### src/rtl/eeprom_consts.svh
// Purpose: named constants of the serial EEPROM command, status and protection block
// Assumes: 10 MHz system clock
// Notes:   definitions only
`ifndef EEPROM_CONSTS_SVH
`define EEPROM_CONSTS_SVH

// ==========================================================
// opcodes, compared after masking the don't-care bit 3
`define OP_MASK          8'hF7
`define OP_LATCH_SET     8'h06
`define OP_LATCH_CLEAR   8'h04
`define OP_STATUS_READ   8'h05
`define OP_STATUS_WRITE  8'h01
`define OP_ARRAY_READ    8'h03
`define OP_ARRAY_WRITE   8'h02

// ==========================================================
// status register field positions
`define ST_PEN_BIT       7
`define ST_BPHI_BIT      3
`define ST_BPLO_BIT      2
`define ST_RSV_ON        3'h7
`define ST_RSV_OFF       3'h0

// ==========================================================
// block protection: start of the read-only range per level
`define BP_NONE          2'h0
`define BP_QUARTER       2'h1
`define BP_HALF          2'h2
`define BP_ALL           2'h3
`define BP_QUARTER_BASE  17'h18000
`define BP_HALF_BASE     17'h10000

// ==========================================================
// framing and timing
`define BIT_LAST         3'h7
`define ADDR_BYTES       2'h3
`define CLK_PERIOD_NS    100
`define WRITE_TIME_NS    5000000

`endif

### src/rtl/eeprom_pkg.sv
// Purpose: types shared by the serial EEPROM command, status and protection block
// Assumes: constants come from eeprom_consts.svh
// Notes:   types only
package eeprom_pkg;

  // ==========================================================
  // status register as it reads on the serial output
  typedef struct packed {
    logic       pinProtectEnable;
    logic [2:0] reservedBits;
    logic       blockProtectHi;
    logic       blockProtectLo;
    logic       writeEnableLatch;
    logic       busyFlag;
  } status_t;

  // nonvolatile part of the status register
  typedef struct packed {
    logic pinProtectEnable;
    logic blockProtectHi;
    logic blockProtectLo;
  } nv_t;

  // serial pins as they enter the block
  typedef struct packed {
    logic csN;
    logic sck;
    logic si;
    logic wpN;
  } pins_t;

  // ==========================================================
  // frame phase
  typedef enum logic [2:0] {
    PH_IDLE      = 3'b000,
    PH_OPCODE    = 3'b001,
    PH_CMD_DONE  = 3'b010,
    PH_STAT_OUT  = 3'b011,
    PH_STAT_DATA = 3'b100,
    PH_STAT_DONE = 3'b101,
    PH_ARRAY     = 3'b110,
    PH_IGNORE    = 3'b111
  } phase_t;

  // kind of internal write cycle in progress
  typedef enum logic [1:0] {
    WR_NONE   = 2'b00,
    WR_STATUS = 2'b01,
    WR_ARRAY  = 2'b10
  } write_kind_t;

endpackage

### src/rtl/pin_sync.sv
// Purpose: two-stage synchroniser for pins that arrive from outside the clock domain
// Assumes: clkEn low freezes both stages
// Notes:   only the second stage is visible; the first feeds nothing else
module pin_sync #(
  parameter int WIDTH = 4
) (
  input  wire logic             clk,
  input  wire logic             rstn,
  input  wire logic             clkEn,
  input  wire logic [WIDTH-1:0] pinIn,
  input  wire logic [WIDTH-1:0] resetLevel,
  output logic      [WIDTH-1:0] pinOut
);

  logic [WIDTH-1:0] metaQ;

  // ==========================================================
  // per-bit chains; idle level chosen per pin so reset looks like a deselected bus
  for (genvar i = 0; i < WIDTH; i++) begin : g_bit
    always_ff @(posedge clk or negedge rstn) begin
      if (!rstn) begin
        metaQ[i]  <= 1'b0;
        pinOut[i] <= 1'b0;
      end else if (clkEn) begin
        metaQ[i]  <= pinIn[i] ^ resetLevel[i];
        pinOut[i] <= metaQ[i];
      end
    end
  end

endmodule

### src/rtl/spi_eeprom_cmd_status_protect.sv
// Purpose: opcode decoder, status register and write protection of a serial EEPROM (SPI slave)
// Assumes: SPI pins are sampled by clk (10 MHz), so the serial clock must be well below clk/4
// Notes:   array data path, hold and page addressing sit outside; array writes are granted here
//
// Behaviour
// - falling chip select starts a frame; first eight bits, MSB first, form the opcode.
// - status opcodes decode with bit 3 ignored: 06 set, 04 clear, 05 read, 01 write.
// - array opcodes decode with bit 3 ignored: 03 read, 02 write.
// - status is eight bits: enable 7, reserved 6:4, protect 3:2, latch 1, busy 0.
// - reserved bits read zero when idle, ones during an internal write.
// - busy flag is one during an internal operation; software cannot write it.
// - opcode 05 shifts the status byte out MSB first right after the opcode.
// - after opcode 06, the latch sets when chip select rises.
// - status and array writes act only while the latch is one.
// - the latch is zero after power-up.
// - opcode 04 clears the latch regardless of the protect pin.
// - status write changes only bits 7, 3 and 2.
// - protect enable and block bits are nonvolatile.
// - valid status write starts a timed write; meanwhile only status read is obeyed.
// - the latch clears when an internal write cycle completes.
// - block bits protect none, 18000h up, 10000h up, or the whole array.
// - pin low with protect enable set refuses every status write.
// - pin high or protect enable clear allows status writes when the latch is set.
// - protected locations never written; others only with the latch set.
// - unknown opcode: no more data taken, output stays off until next frame.
// - pin going low mid-frame with protect enable set aborts a pending status write; started cycles continue.
// - input sampled on rising serial clock, output changed on falling; modes 0 and 3.
`include "eeprom_consts.svh"

module spi_eeprom_cmd_status_protect #(
  parameter int WriteTimeNs = `WRITE_TIME_NS
) (
  input  wire logic                 clk,
  input  wire logic                 rstn,
  input  wire logic                 clkEn,
  input  wire logic                 chipSelN,
  input  wire logic                 serialClk,
  input  wire logic                 serialIn,
  input  wire logic                 writeProtectN,
  input  wire eeprom_pkg::nv_t      nvPowerUp,
  output logic                      serialOut,
  output logic                      serialOutEn,
  output eeprom_pkg::status_t       status,
  output eeprom_pkg::nv_t           nvStore,
  output logic                      arrayWriteGo,
  output logic               [16:0] arrayWriteAddr
);
  import eeprom_pkg::*;

  localparam int WriteCyclesRaw = WriteTimeNs / `CLK_PERIOD_NS;
  localparam int WriteCycles    = (WriteCyclesRaw < 1) ? 1 : WriteCyclesRaw;

  // ==========================================================
  // pin synchronisation and edge detection
  pins_t pinsRaw;
  pins_t pinsSync;
  pins_t pinsPrevQ;
  pins_t pinsIdle;
  logic  csFall;
  logic  csRise;
  logic  sckRise;
  logic  sckFall;
  logic  selected;

  assign pinsRaw  = '{csN: chipSelN, sck: serialClk, si: serialIn, wpN: writeProtectN};
  // chip select and protect pin reset as high so no frame is seen at release
  assign pinsIdle = '{csN: 1'b1, sck: 1'b0, si: 1'b0, wpN: 1'b1};

  pin_sync #(
    .WIDTH (4)
  ) u_sync (
    .clk        (clk),
    .rstn       (rstn),
    .clkEn      (clkEn),
    .pinIn      (pinsRaw),
    .resetLevel (pinsIdle),
    .pinOut     (pinsSync)
  );

  pins_t pinsNow;
  assign pinsNow = pinsSync ^ pinsIdle;

  always_ff @(posedge clk or negedge rstn) begin
    if (!rstn) begin
      pinsPrevQ <= '{csN: 1'b1, sck: 1'b0, si: 1'b0, wpN: 1'b1};
    end else if (clkEn) begin
      pinsPrevQ <= pinsNow;
    end
  end

  assign csFall   = pinsPrevQ.csN & ~pinsNow.csN;
  assign csRise   = ~pinsPrevQ.csN & pinsNow.csN;
  assign selected = ~pinsNow.csN & ~pinsPrevQ.csN;
  assign sckRise  = selected & ~pinsPrevQ.sck & pinsNow.sck;
  assign sckFall  = selected & pinsPrevQ.sck & ~pinsNow.sck;

  // ==========================================================
  // status register state
  logic        latchQ;
  logic        busyQ;
  write_kind_t kindQ;
  nv_t         nvQ;
  nv_t         nvPendQ;
  logic        nvLoadedQ;
  logic [31:0] busyCntQ;
  logic        writeDone;
  status_t     statusNow;
  logic        hwProtect;

  assign hwProtect = ~pinsNow.wpN & nvQ.pinProtectEnable;

  always_comb begin
    statusNow.pinProtectEnable = nvQ.pinProtectEnable;
    statusNow.reservedBits     = busyQ ? `ST_RSV_ON : `ST_RSV_OFF;
    statusNow.blockProtectHi   = nvQ.blockProtectHi;
    statusNow.blockProtectLo   = nvQ.blockProtectLo;
    statusNow.writeEnableLatch = latchQ;
    statusNow.busyFlag         = busyQ;
  end

  // ==========================================================
  // frame decoding
  phase_t      phaseQ;
  logic [2:0]  bitCntQ;
  logic [6:0]  shiftQ;
  logic [7:0]  opcodeQ;
  logic [7:0]  statDataQ;
  logic [1:0]  addrCntQ;
  logic [16:0] addrQ;
  logic        dataSeenQ;
  logic        abortQ;
  logic [7:0]  rxByte;
  logic [7:0]  opMasked;
  logic        byteDone;

  assign rxByte   = {shiftQ, pinsNow.si};
  assign opMasked = rxByte & `OP_MASK;
  assign byteDone = sckRise && (bitCntQ == `BIT_LAST);

  always_ff @(posedge clk or negedge rstn) begin
    if (!rstn) begin
      phaseQ    <= PH_IDLE;
      bitCntQ   <= 3'h0;
      shiftQ    <= 7'h00;
      opcodeQ   <= 8'h00;
      statDataQ <= 8'h00;
      addrCntQ  <= 2'h0;
      addrQ     <= 17'h00000;
      dataSeenQ <= 1'b0;
    end else if (clkEn) begin
      if (csRise) begin
        phaseQ <= PH_IDLE;
      end else if (csFall) begin
        phaseQ    <= PH_OPCODE;
        bitCntQ   <= 3'h0;
        addrCntQ  <= 2'h0;
        dataSeenQ <= 1'b0;
      end else if (sckRise && phaseQ != PH_IGNORE && phaseQ != PH_IDLE) begin
        shiftQ  <= rxByte[6:0];
        bitCntQ <= bitCntQ + 3'h1;
        if (byteDone) begin
          unique case (phaseQ)
            PH_OPCODE: begin
              opcodeQ <= opMasked;
              if (busyQ && opMasked != `OP_STATUS_READ) begin
                phaseQ <= PH_IGNORE;
              end else begin
                unique case (opMasked)
                  `OP_LATCH_SET, `OP_LATCH_CLEAR: phaseQ <= PH_CMD_DONE;
                  `OP_STATUS_READ:                phaseQ <= PH_STAT_OUT;
                  `OP_STATUS_WRITE:               phaseQ <= PH_STAT_DATA;
                  `OP_ARRAY_READ, `OP_ARRAY_WRITE: phaseQ <= PH_ARRAY;
                  default:                        phaseQ <= PH_IGNORE;
                endcase
              end
            end
            PH_STAT_DATA: begin
              statDataQ <= rxByte;
              phaseQ    <= PH_STAT_DONE;
            end
            PH_ARRAY: begin
              if (addrCntQ != `ADDR_BYTES) begin
                addrQ    <= {addrQ[8:0], rxByte};
                addrCntQ <= addrCntQ + 2'h1;
              end else begin
                dataSeenQ <= 1'b1;
              end
            end
            // extra bytes after a complete short command void it
            PH_CMD_DONE, PH_STAT_DONE: phaseQ <= PH_IGNORE;
            PH_STAT_OUT:               phaseQ <= PH_STAT_OUT;
            PH_IDLE, PH_IGNORE:        phaseQ <= phaseQ;
          endcase
        end
      end
    end
  end

  // pin drop during a pending status write sticks until the next frame starts
  always_ff @(posedge clk or negedge rstn) begin
    if (!rstn) begin
      abortQ <= 1'b0;
    end else if (clkEn) begin
      if (csFall) begin
        abortQ <= 1'b0;
      end else if (selected && hwProtect && (phaseQ == PH_STAT_DATA || phaseQ == PH_STAT_DONE)) begin
        abortQ <= 1'b1;
      end
    end
  end

  // ==========================================================
  // commands taken at the rising chip select
  logic onBoundary;
  logic doLatchSet;
  logic doLatchClear;
  logic doStatusWrite;
  logic doArrayWrite;
  logic addrProtected;

  always_comb begin
    unique case ({nvQ.blockProtectHi, nvQ.blockProtectLo})
      `BP_NONE:    addrProtected = 1'b0;
      `BP_QUARTER: addrProtected = (addrQ >= `BP_QUARTER_BASE);
      `BP_HALF:    addrProtected = (addrQ >= `BP_HALF_BASE);
      `BP_ALL:     addrProtected = 1'b1;
    endcase
  end

  assign onBoundary    = csRise && (bitCntQ == 3'h0);
  assign doLatchSet    = onBoundary && phaseQ == PH_CMD_DONE && opcodeQ == `OP_LATCH_SET;
  assign doLatchClear  = onBoundary && phaseQ == PH_CMD_DONE && opcodeQ == `OP_LATCH_CLEAR;
  assign doStatusWrite = onBoundary && phaseQ == PH_STAT_DONE && latchQ
                         && !hwProtect && !abortQ;
  assign doArrayWrite  = onBoundary && phaseQ == PH_ARRAY && opcodeQ == `OP_ARRAY_WRITE
                         && dataSeenQ && latchQ && !addrProtected;

  // ==========================================================
  // write enable latch
  always_ff @(posedge clk or negedge rstn) begin
    if (!rstn) begin
      latchQ <= 1'b0;
    end else if (clkEn) begin
      if (doLatchClear || writeDone) begin
        latchQ <= 1'b0;
      end else if (doLatchSet) begin
        latchQ <= 1'b1;
      end
    end
  end

  // ==========================================================
  // self-timed internal write and nonvolatile bits
  assign writeDone = busyQ && (busyCntQ == 32'(WriteCycles - 1));

  always_ff @(posedge clk or negedge rstn) begin
    if (!rstn) begin
      busyQ    <= 1'b0;
      kindQ    <= WR_NONE;
      busyCntQ <= 32'h0;
      nvPendQ  <= '0;
    end else if (clkEn) begin
      if (writeDone) begin
        busyQ <= 1'b0;
        kindQ <= WR_NONE;
      end else if (busyQ) begin
        busyCntQ <= busyCntQ + 32'h1;
      end else if (doStatusWrite || doArrayWrite) begin
        busyQ    <= 1'b1;
        busyCntQ <= 32'h0;
        kindQ    <= doStatusWrite ? WR_STATUS : WR_ARRAY;
        nvPendQ  <= '{pinProtectEnable: statDataQ[`ST_PEN_BIT],
                      blockProtectHi:   statDataQ[`ST_BPHI_BIT],
                      blockProtectLo:   statDataQ[`ST_BPLO_BIT]};
      end
    end
  end

  // nonvolatile bits are restored from the outside store after reset release,
  // because an asynchronous reset may only load constants
  always_ff @(posedge clk or negedge rstn) begin
    if (!rstn) begin
      nvQ       <= '0;
      nvLoadedQ <= 1'b0;
    end else if (clkEn) begin
      if (!nvLoadedQ) begin
        nvQ       <= nvPowerUp;
        nvLoadedQ <= 1'b1;
      end else if (writeDone && kindQ == WR_STATUS) begin
        nvQ <= nvPendQ;
      end
    end
  end

  // ==========================================================
  // serial output
  logic [7:0] txQ;
  logic [2:0] txCntQ;

  always_ff @(posedge clk or negedge rstn) begin
    if (!rstn) begin
      txQ         <= 8'h00;
      txCntQ      <= 3'h0;
      serialOut   <= 1'b0;
      serialOutEn <= 1'b0;
    end else if (clkEn) begin
      if (csRise || csFall) begin
        serialOutEn <= 1'b0;
        txCntQ      <= 3'h0;
      end else if (sckFall && phaseQ == PH_STAT_OUT) begin
        // status is resampled at each byte so polling sees busy drop
        serialOut   <= (txCntQ == 3'h0) ? statusNow[7] : txQ[7];
        txQ         <= (txCntQ == 3'h0) ? {statusNow[6:0], 1'b0} : {txQ[6:0], 1'b0};
        txCntQ      <= txCntQ + 3'h1;
        serialOutEn <= 1'b1;
      end
    end
  end

  // ==========================================================
  // registered status view and array write grant
  always_ff @(posedge clk or negedge rstn) begin
    if (!rstn) begin
      status         <= '0;
      nvStore        <= '0;
      arrayWriteGo   <= 1'b0;
      arrayWriteAddr <= 17'h00000;
    end else if (clkEn) begin
      status       <= statusNow;
      nvStore      <= nvQ;
      arrayWriteGo <= doArrayWrite;
      if (doArrayWrite) begin
        arrayWriteAddr <= addrQ;
      end
    end
  end

endmodule

### config.mk
export PLATFORM = sky130hd
export DESIGN_NAME = spi_eeprom_cmd_status_protect
export DESIGN_NICKNAME = d
export VERILOG_FILES = /design/src/rtl/eeprom_pkg.sv /design/src/rtl/pin_sync.sv /design/src/rtl/spi_eeprom_cmd_status_protect.sv
export VERILOG_INCLUDE_DIRS = /design/src /design/src/rtl
export SDC_FILE = /design/constraint.sdc
export NUM_CORES = 1
export LEC_CHECK = 0
export BUFFER_PORTS_ARGS = -buffer_cell sky130_fd_sc_hd__buf_4
export CAP_MARGIN = 20
export CORE_ASPECT_RATIO = 1.5
export CORE_MARGIN = 2
export CORE_UTILIZATION = 45
export DETAILED_ROUTE_END_ITERATION = 6
export SYNTH_ARGS = -nofsm -noshare
export SYNTH_HDL_FRONTEND = slang
export SYNTH_HIERARCHICAL = 1
export SYNTH_SLANG_ARGS = --single-unit
### constraint.sdc
create_clock -name clk -period 3.2 [get_ports clk]
set_input_delay 0.48 -clock clk [delete_from_list [all_inputs] [get_ports clk]]
set_output_delay 0.48 -clock clk [all_outputs]
set_load 0.005 [all_outputs]
# Yosys cells after proc, flatten, opt, wreduce, memory -nomap -nowiden
# Index checks and enable logic that the tools add are counted.
# totals
reg_bits,141
input_bits,10
output_inout_bits,31
word_cells,203
# op_classes
addsub,4
magnitude_cmp,2
eq_ne,27
mux,42
bitwise,21
reduce_logical,65
# op_table
operator,count
two-way mux 32 bit,2
two-way mux 3 bit,12
equality test 7 x 3 -> 1 bit (second input constant),5
greater-or-equal comparator 17 bit (second input constant),2
adder 32 x 1 -> 32 bit (second input constant),1
equality test 32 x 16 -> 1 bit (second input constant),1
one-hot mux 3 bit (4 select lines),2
AND reduction 6 bit,4
logical AND 1 bit,22
equality test 7 x 2 -> 1 bit (second input constant),3
two-way mux 2 bit,9
nonzero test 2 bit,9
two-way mux 1 bit,15
equality test 3 bit (second input constant),4
NOT 1 bit,12
AND reduction 3 bit,4
AND reduction 4 bit,3
AND reduction 2 bit,5
nonzero test 3 bit,3
bitwise AND 1 bit,8
two-way mux 8 bit,1
equality test 7 x 1 -> 1 bit (second input constant),1
!= test 7 x 3 -> 1 bit (second input constant),1
AND reduction 7 bit,1
17 further kinds,31

# Logic depth before layout (Yosys ltp)
# logic_depth
word_depth,12
mapped_depth,10
depth_no_buf,8

# Cells and area by module
# The synthesis kept the hierarchy.
# by_module_without_submodules
module,n_inst,cells_per_inst,area_per_inst_um2,seq_area_each_um2
spi_eeprom_cmd_status_protect,1,568,5985.7,3104.2
pin_sync,1,25,334.1,200.2

# Least setup slack after synthesis
# Ideal clock, no wire load.
# synth_timing
kind,reg2reg
start,register pinsPrevQ[3] (netlist bit)
end,register addrQ[10]
setup_time_ns,0.125
arrival_ns,2.572
t_required_ns,3.075
slack_ns,0.503
stages_incl_launch_ff,10
path_buffers,2
period_less_slack_ns,2.697
path_cell_list,dfstp_2 inv_1 ha_1 nand2b_1 clkbuf_1 nor3_2 nand3_1 nor3_2 buf_4 mux2_2
# synth_between
elab_chain_cells,7
word_cells_on_any_way,12
cone_classes,bitwise: 8; reduce/logical: 4
# synth_lines
item,line_no,source
"start, declared",spi_eeprom_cmd_status_protect.sv:57,pins_t pinsPrevQ;
"start signal, assigned",spi_eeprom_cmd_status_protect.sv:85,"pinsPrevQ <= '{csN: 1'b1, sck: 1'b0, si: 1'b0, wpN: 1'b1};"
"start signal, assigned",spi_eeprom_cmd_status_protect.sv:87,pinsPrevQ <= pinsNow;
NOT 1 bit,"spi_eeprom_cmd_status_protect.sv:92, spi_eeprom_cmd_status_protect.sv:93",
bitwise AND 1 bit,spi_eeprom_cmd_status_protect.sv:93,assign selected = ~pinsNow.csN & ~pinsPrevQ.csN;
bitwise AND 1 bit (2 in a row),spi_eeprom_cmd_status_protect.sv:94,assign sckRise = selected & ~pinsPrevQ.sck & pinsNow.sck;
logical AND 1 bit (2 in a row),spi_eeprom_cmd_status_protect.sv:158,end else if (sckRise && phaseQ != PH_IGNORE && phaseQ != PH_IDLE) begin
AND reduction 7 bit (no source line) (*),--,
"end signal, assigned",spi_eeprom_cmd_status_protect.sv:183,"addrQ <= {addrQ[8:0], rxByte};"
"end, declared",spi_eeprom_cmd_status_protect.sv:129,logic [16:0] addrQ;
# Every way passes the cells marked *; elsewhere a longest branch is shown, timed or not.
# A chain may end at the register's enable or synchronous reset.

==> impl_metrics.py <==
metrics = {
    "status": {
        "status": "finished, final reports clean",
    },
    "worst_hold_path": {
        "hp-class": "primary input to async pin",
    },
    "worst_setup_path": {
        "crit_fanout": 18,
        "path_buf_inv": 1,
        "cp_num_cells": 6,
        "r2r-end": "arrayWriteAddr[16]",
        "start_kind": "flop",
        "crit_family": "simple AND/OR/NAND/NOR gates",
        "cp.arrival_ps": 3030,
        "required_ps": 3510,
        "cpMaxStageDelayCell": "or4_1",
        "path_cells": "inv_1, ha_1, nor2b_1, nand4_1, or4_1, mux2_2",
        "r2r_cells": 6,
        "cp-end-kind": "flop",
        "r2r_start": "u_sync/pinOut[3]",
        "crit_path_max_incr_delay_ps": 970,
        "reg2reg_slack_ps": 470,
        "critPathKind": "flop to flop",
    },
    "clocking": {
        "worstSkewPairLatency_ps": 430,
        "cts.root.buffer_cell": "clkbuf_16",
        "cts_max_path_buffers": 2,
        "clock_sinks": 132,
        "h-tree-depth": 4,
        "cts_setup_buffers": 0,
        "numCtsBuffers": 17,
        "postCtsHoldBufs": 0,
        "clk_pin_slew_ps": 60,
        "tritoncts": "yes",
        "cts_resized": 0,
    },
    "global_routing": {
        "antenna_found_initial": 0,
        "grt_pass1_wl_um": 23160,
        "gr-total-overflow": 0,
        "grt.total_usage_pct": 19.80,
        "grt_max_degree": 56,
        "grt_pass1_vias": 4614,
    },
    "finish": {
        "area_delta_synth_final_pct": 17.13,
        "drive_gt1_share_pct": 23.26,
        "fin_cells": 810,
        "diodes": 0,
        "nNetsFinal": 653,
    },
    "timing": {
        "rsz0062_at_grt": "no",
        "final_max_slew_viol_count": 0,
        "tns_ps": 0,
        "slew_headroom_pct": 49.34,
        "setup_slack_ps": 470.7,
        "fmax_mhz": 366.4,
        "layout_min_cycle_time_ps": 2729,
        "hold_viol_final": 0,
        "setup_viol": 0,
        "min_period_over_period_pct": 85.29,
        "worst_pin_slew_ps": 759.9,
        "fin_worst_skew_ps": 9.614,
    },
    "place": {
        "place.port_buffers": 40,
        "hpwl_um": 9357,
        "dp_slack_ps": 412.8,
        "gp_congestion": 0.8152,
        "placed_cells": 779,
    },
    "pwr": {
        "power.total_w": 0.004584,
        "powerDensity_nw_per_um2": 619.2,
        "p_leak_nw": 3.494,
        "peakVddDrop_uv": 379.6,
    },
    "yosys": {
        "synthMuxAreaShare_pct": 11.01,
        "yosys.area_share.simple_pct": 18.29,
        "syn_inst": 593,
        "yosys.area_share.xor_xnor_pct": 3.187,
        "synthDistinctLibCells": 63,
        "async_flop_share_pct": 100.0,
        "ys_ff_latch": 132,
        "yosysSeqAreaShare_pct": 52.29,
        "yosysMostFrequentCell": "dfrtp_1",
        "synth_top_cell_area_share_pct": 51.87,
        "synth_top_family_by_area": "simple AND/OR/NAND/NOR gates",
        "synth_edf_count": 0,
        "post-synth-top-area-cell": "dfrtp_1",
        "yosysWarningCount": 6,
        "yosys-top-cells-area": "dfrtp_1, mux2_2, nand2_1",
        "ys.flop_type": "dfrtp_1",
        "synth_area_um2": 6320,
        "synth-compound-area-share_pct": 9.523,
        "syn_area_per_cell_um2": 10.66,
        "synth_common_cells": "dfrtp_1, nand2_1, mux2_2",
        "synth_fa_ha_area_share_pct": 1.980,
    },
    "detailed_routing": {
        "ant_nets": 0,
        "routedWlPerCell_um": 16.93,
        "num_vias": 4541,
        "vias_per_cell": 5.606,
        "drc": 0,
        "drt_iter0_markers": 178,
        "routed_wl_um": 13720,
        "dr.pass1.iters": 4,
    },
    "floorplanning": {
        "design.core.area_um2": 13860,
        "rows": 53,
        "die_w_um": 100.8,
        "dieArea_um2": 15030,
        "top_level_ports": 41,
        "initial_utilization_pct": 45.60,
        "die_h_um": 149.1,
    },
    "job": {
        "drv_cap": 0,
    },
}
## final cells by class
class                           instances  area (µm²)
Clock buffer                           18       439.2
Clock inverter                         13       173.9
Fill cell                            1239        6457
Inverter                               18       67.56
Multi-Input combinational cell        412        2795
Sequential cell                       132        3304
Tap cell                              165       206.4
Timing Repair Buffer                   52       415.4
## metal layers
layer	global-route usage [%]	up-vias	share of wire, %
met4	7.671	0	1.7
met5	0	-	0
met1	24.77	2264	43
met3	4.920	17	3.7
li1	-	2173	-
met2	32.80	87	52
## cells in the final DEF, fill, tap and decap left out, types with 5 or more instances in the layout
master	count
xnor2_1	7
o211ai_1	7
mux2i_1	8
inv_1	18
xor2_1	16
nor2_1	45
or4_1	6
nand4_1	9
a21oi_1	24
nor4_1	6
buf_4	50
nor2b_1	6
clkbuf_16	17
nand3_1	22
dfrtp_1	131
o21ai_0	27
ha_1	10
nand2_1	74
nor3_1	10
and2_1	5
and3_1	7
o2111ai_1	10
mux2_2	52
## through the flow
stage	util, %	cell area [µm²]	hold WS (ps)
final	53.41	7402	121.1
after global routing	53.41	7402	172.9
after CTS	53.41	7402	152.9
after detailed placement	48.98	6789	460.4
after global placement	48.98	6789	463.4
after floorplan	-	6327	184.4
## how the worst max path moves through the flow
stage,startpoint,end
after floorplan,pinsPrevQ[3],addrQ[10]
after global placement,u_sync/pinOut[3],arrayWriteAddr[13]
after detailed placement,u_sync/pinOut[3],arrayWriteAddr[11]
after CTS,u_sync/pinOut[3],arrayWriteAddr[11]
after global routing,u_sync/pinOut[3],arrayWriteAddr[11]
final,u_sync/pinOut[3],arrayWriteAddr[16]
## cells by family after synthesis
family          Yosys count
simple gates            221
mux                      62
other cells               2
fa+ha+maj                10
compound gates           92
flops                   132
buf+inv                  51
xor+xnor                 23
## report_power, final
group	switching, W	internal [W]	total [W]
registers	0.000168	0.00180	0.00197
clock network	0.000758	0.00125	0.00201
logic	0.000346	0.000259	0.000605
## flip-flops by register name, indices dropped and copies added, names as in the netlist, 2 cells and up
name            cells
statDataQ           3
nvQ                 3
nvPendQ             3
u_sync/pinOut       4
arrayWriteAddr     17
phaseQ              3
status              2
busyCntQ           32
addrQ              17
txCntQ              3
shiftQ              7
pinsPrevQ           2
bitCntQ             3
kindQ               2
nvStore             3
opcodeQ             7
txQ                 7
u_sync/metaQ        4
addrCntQ            2
No activity file was read; power rests on OpenSTA's default activity.
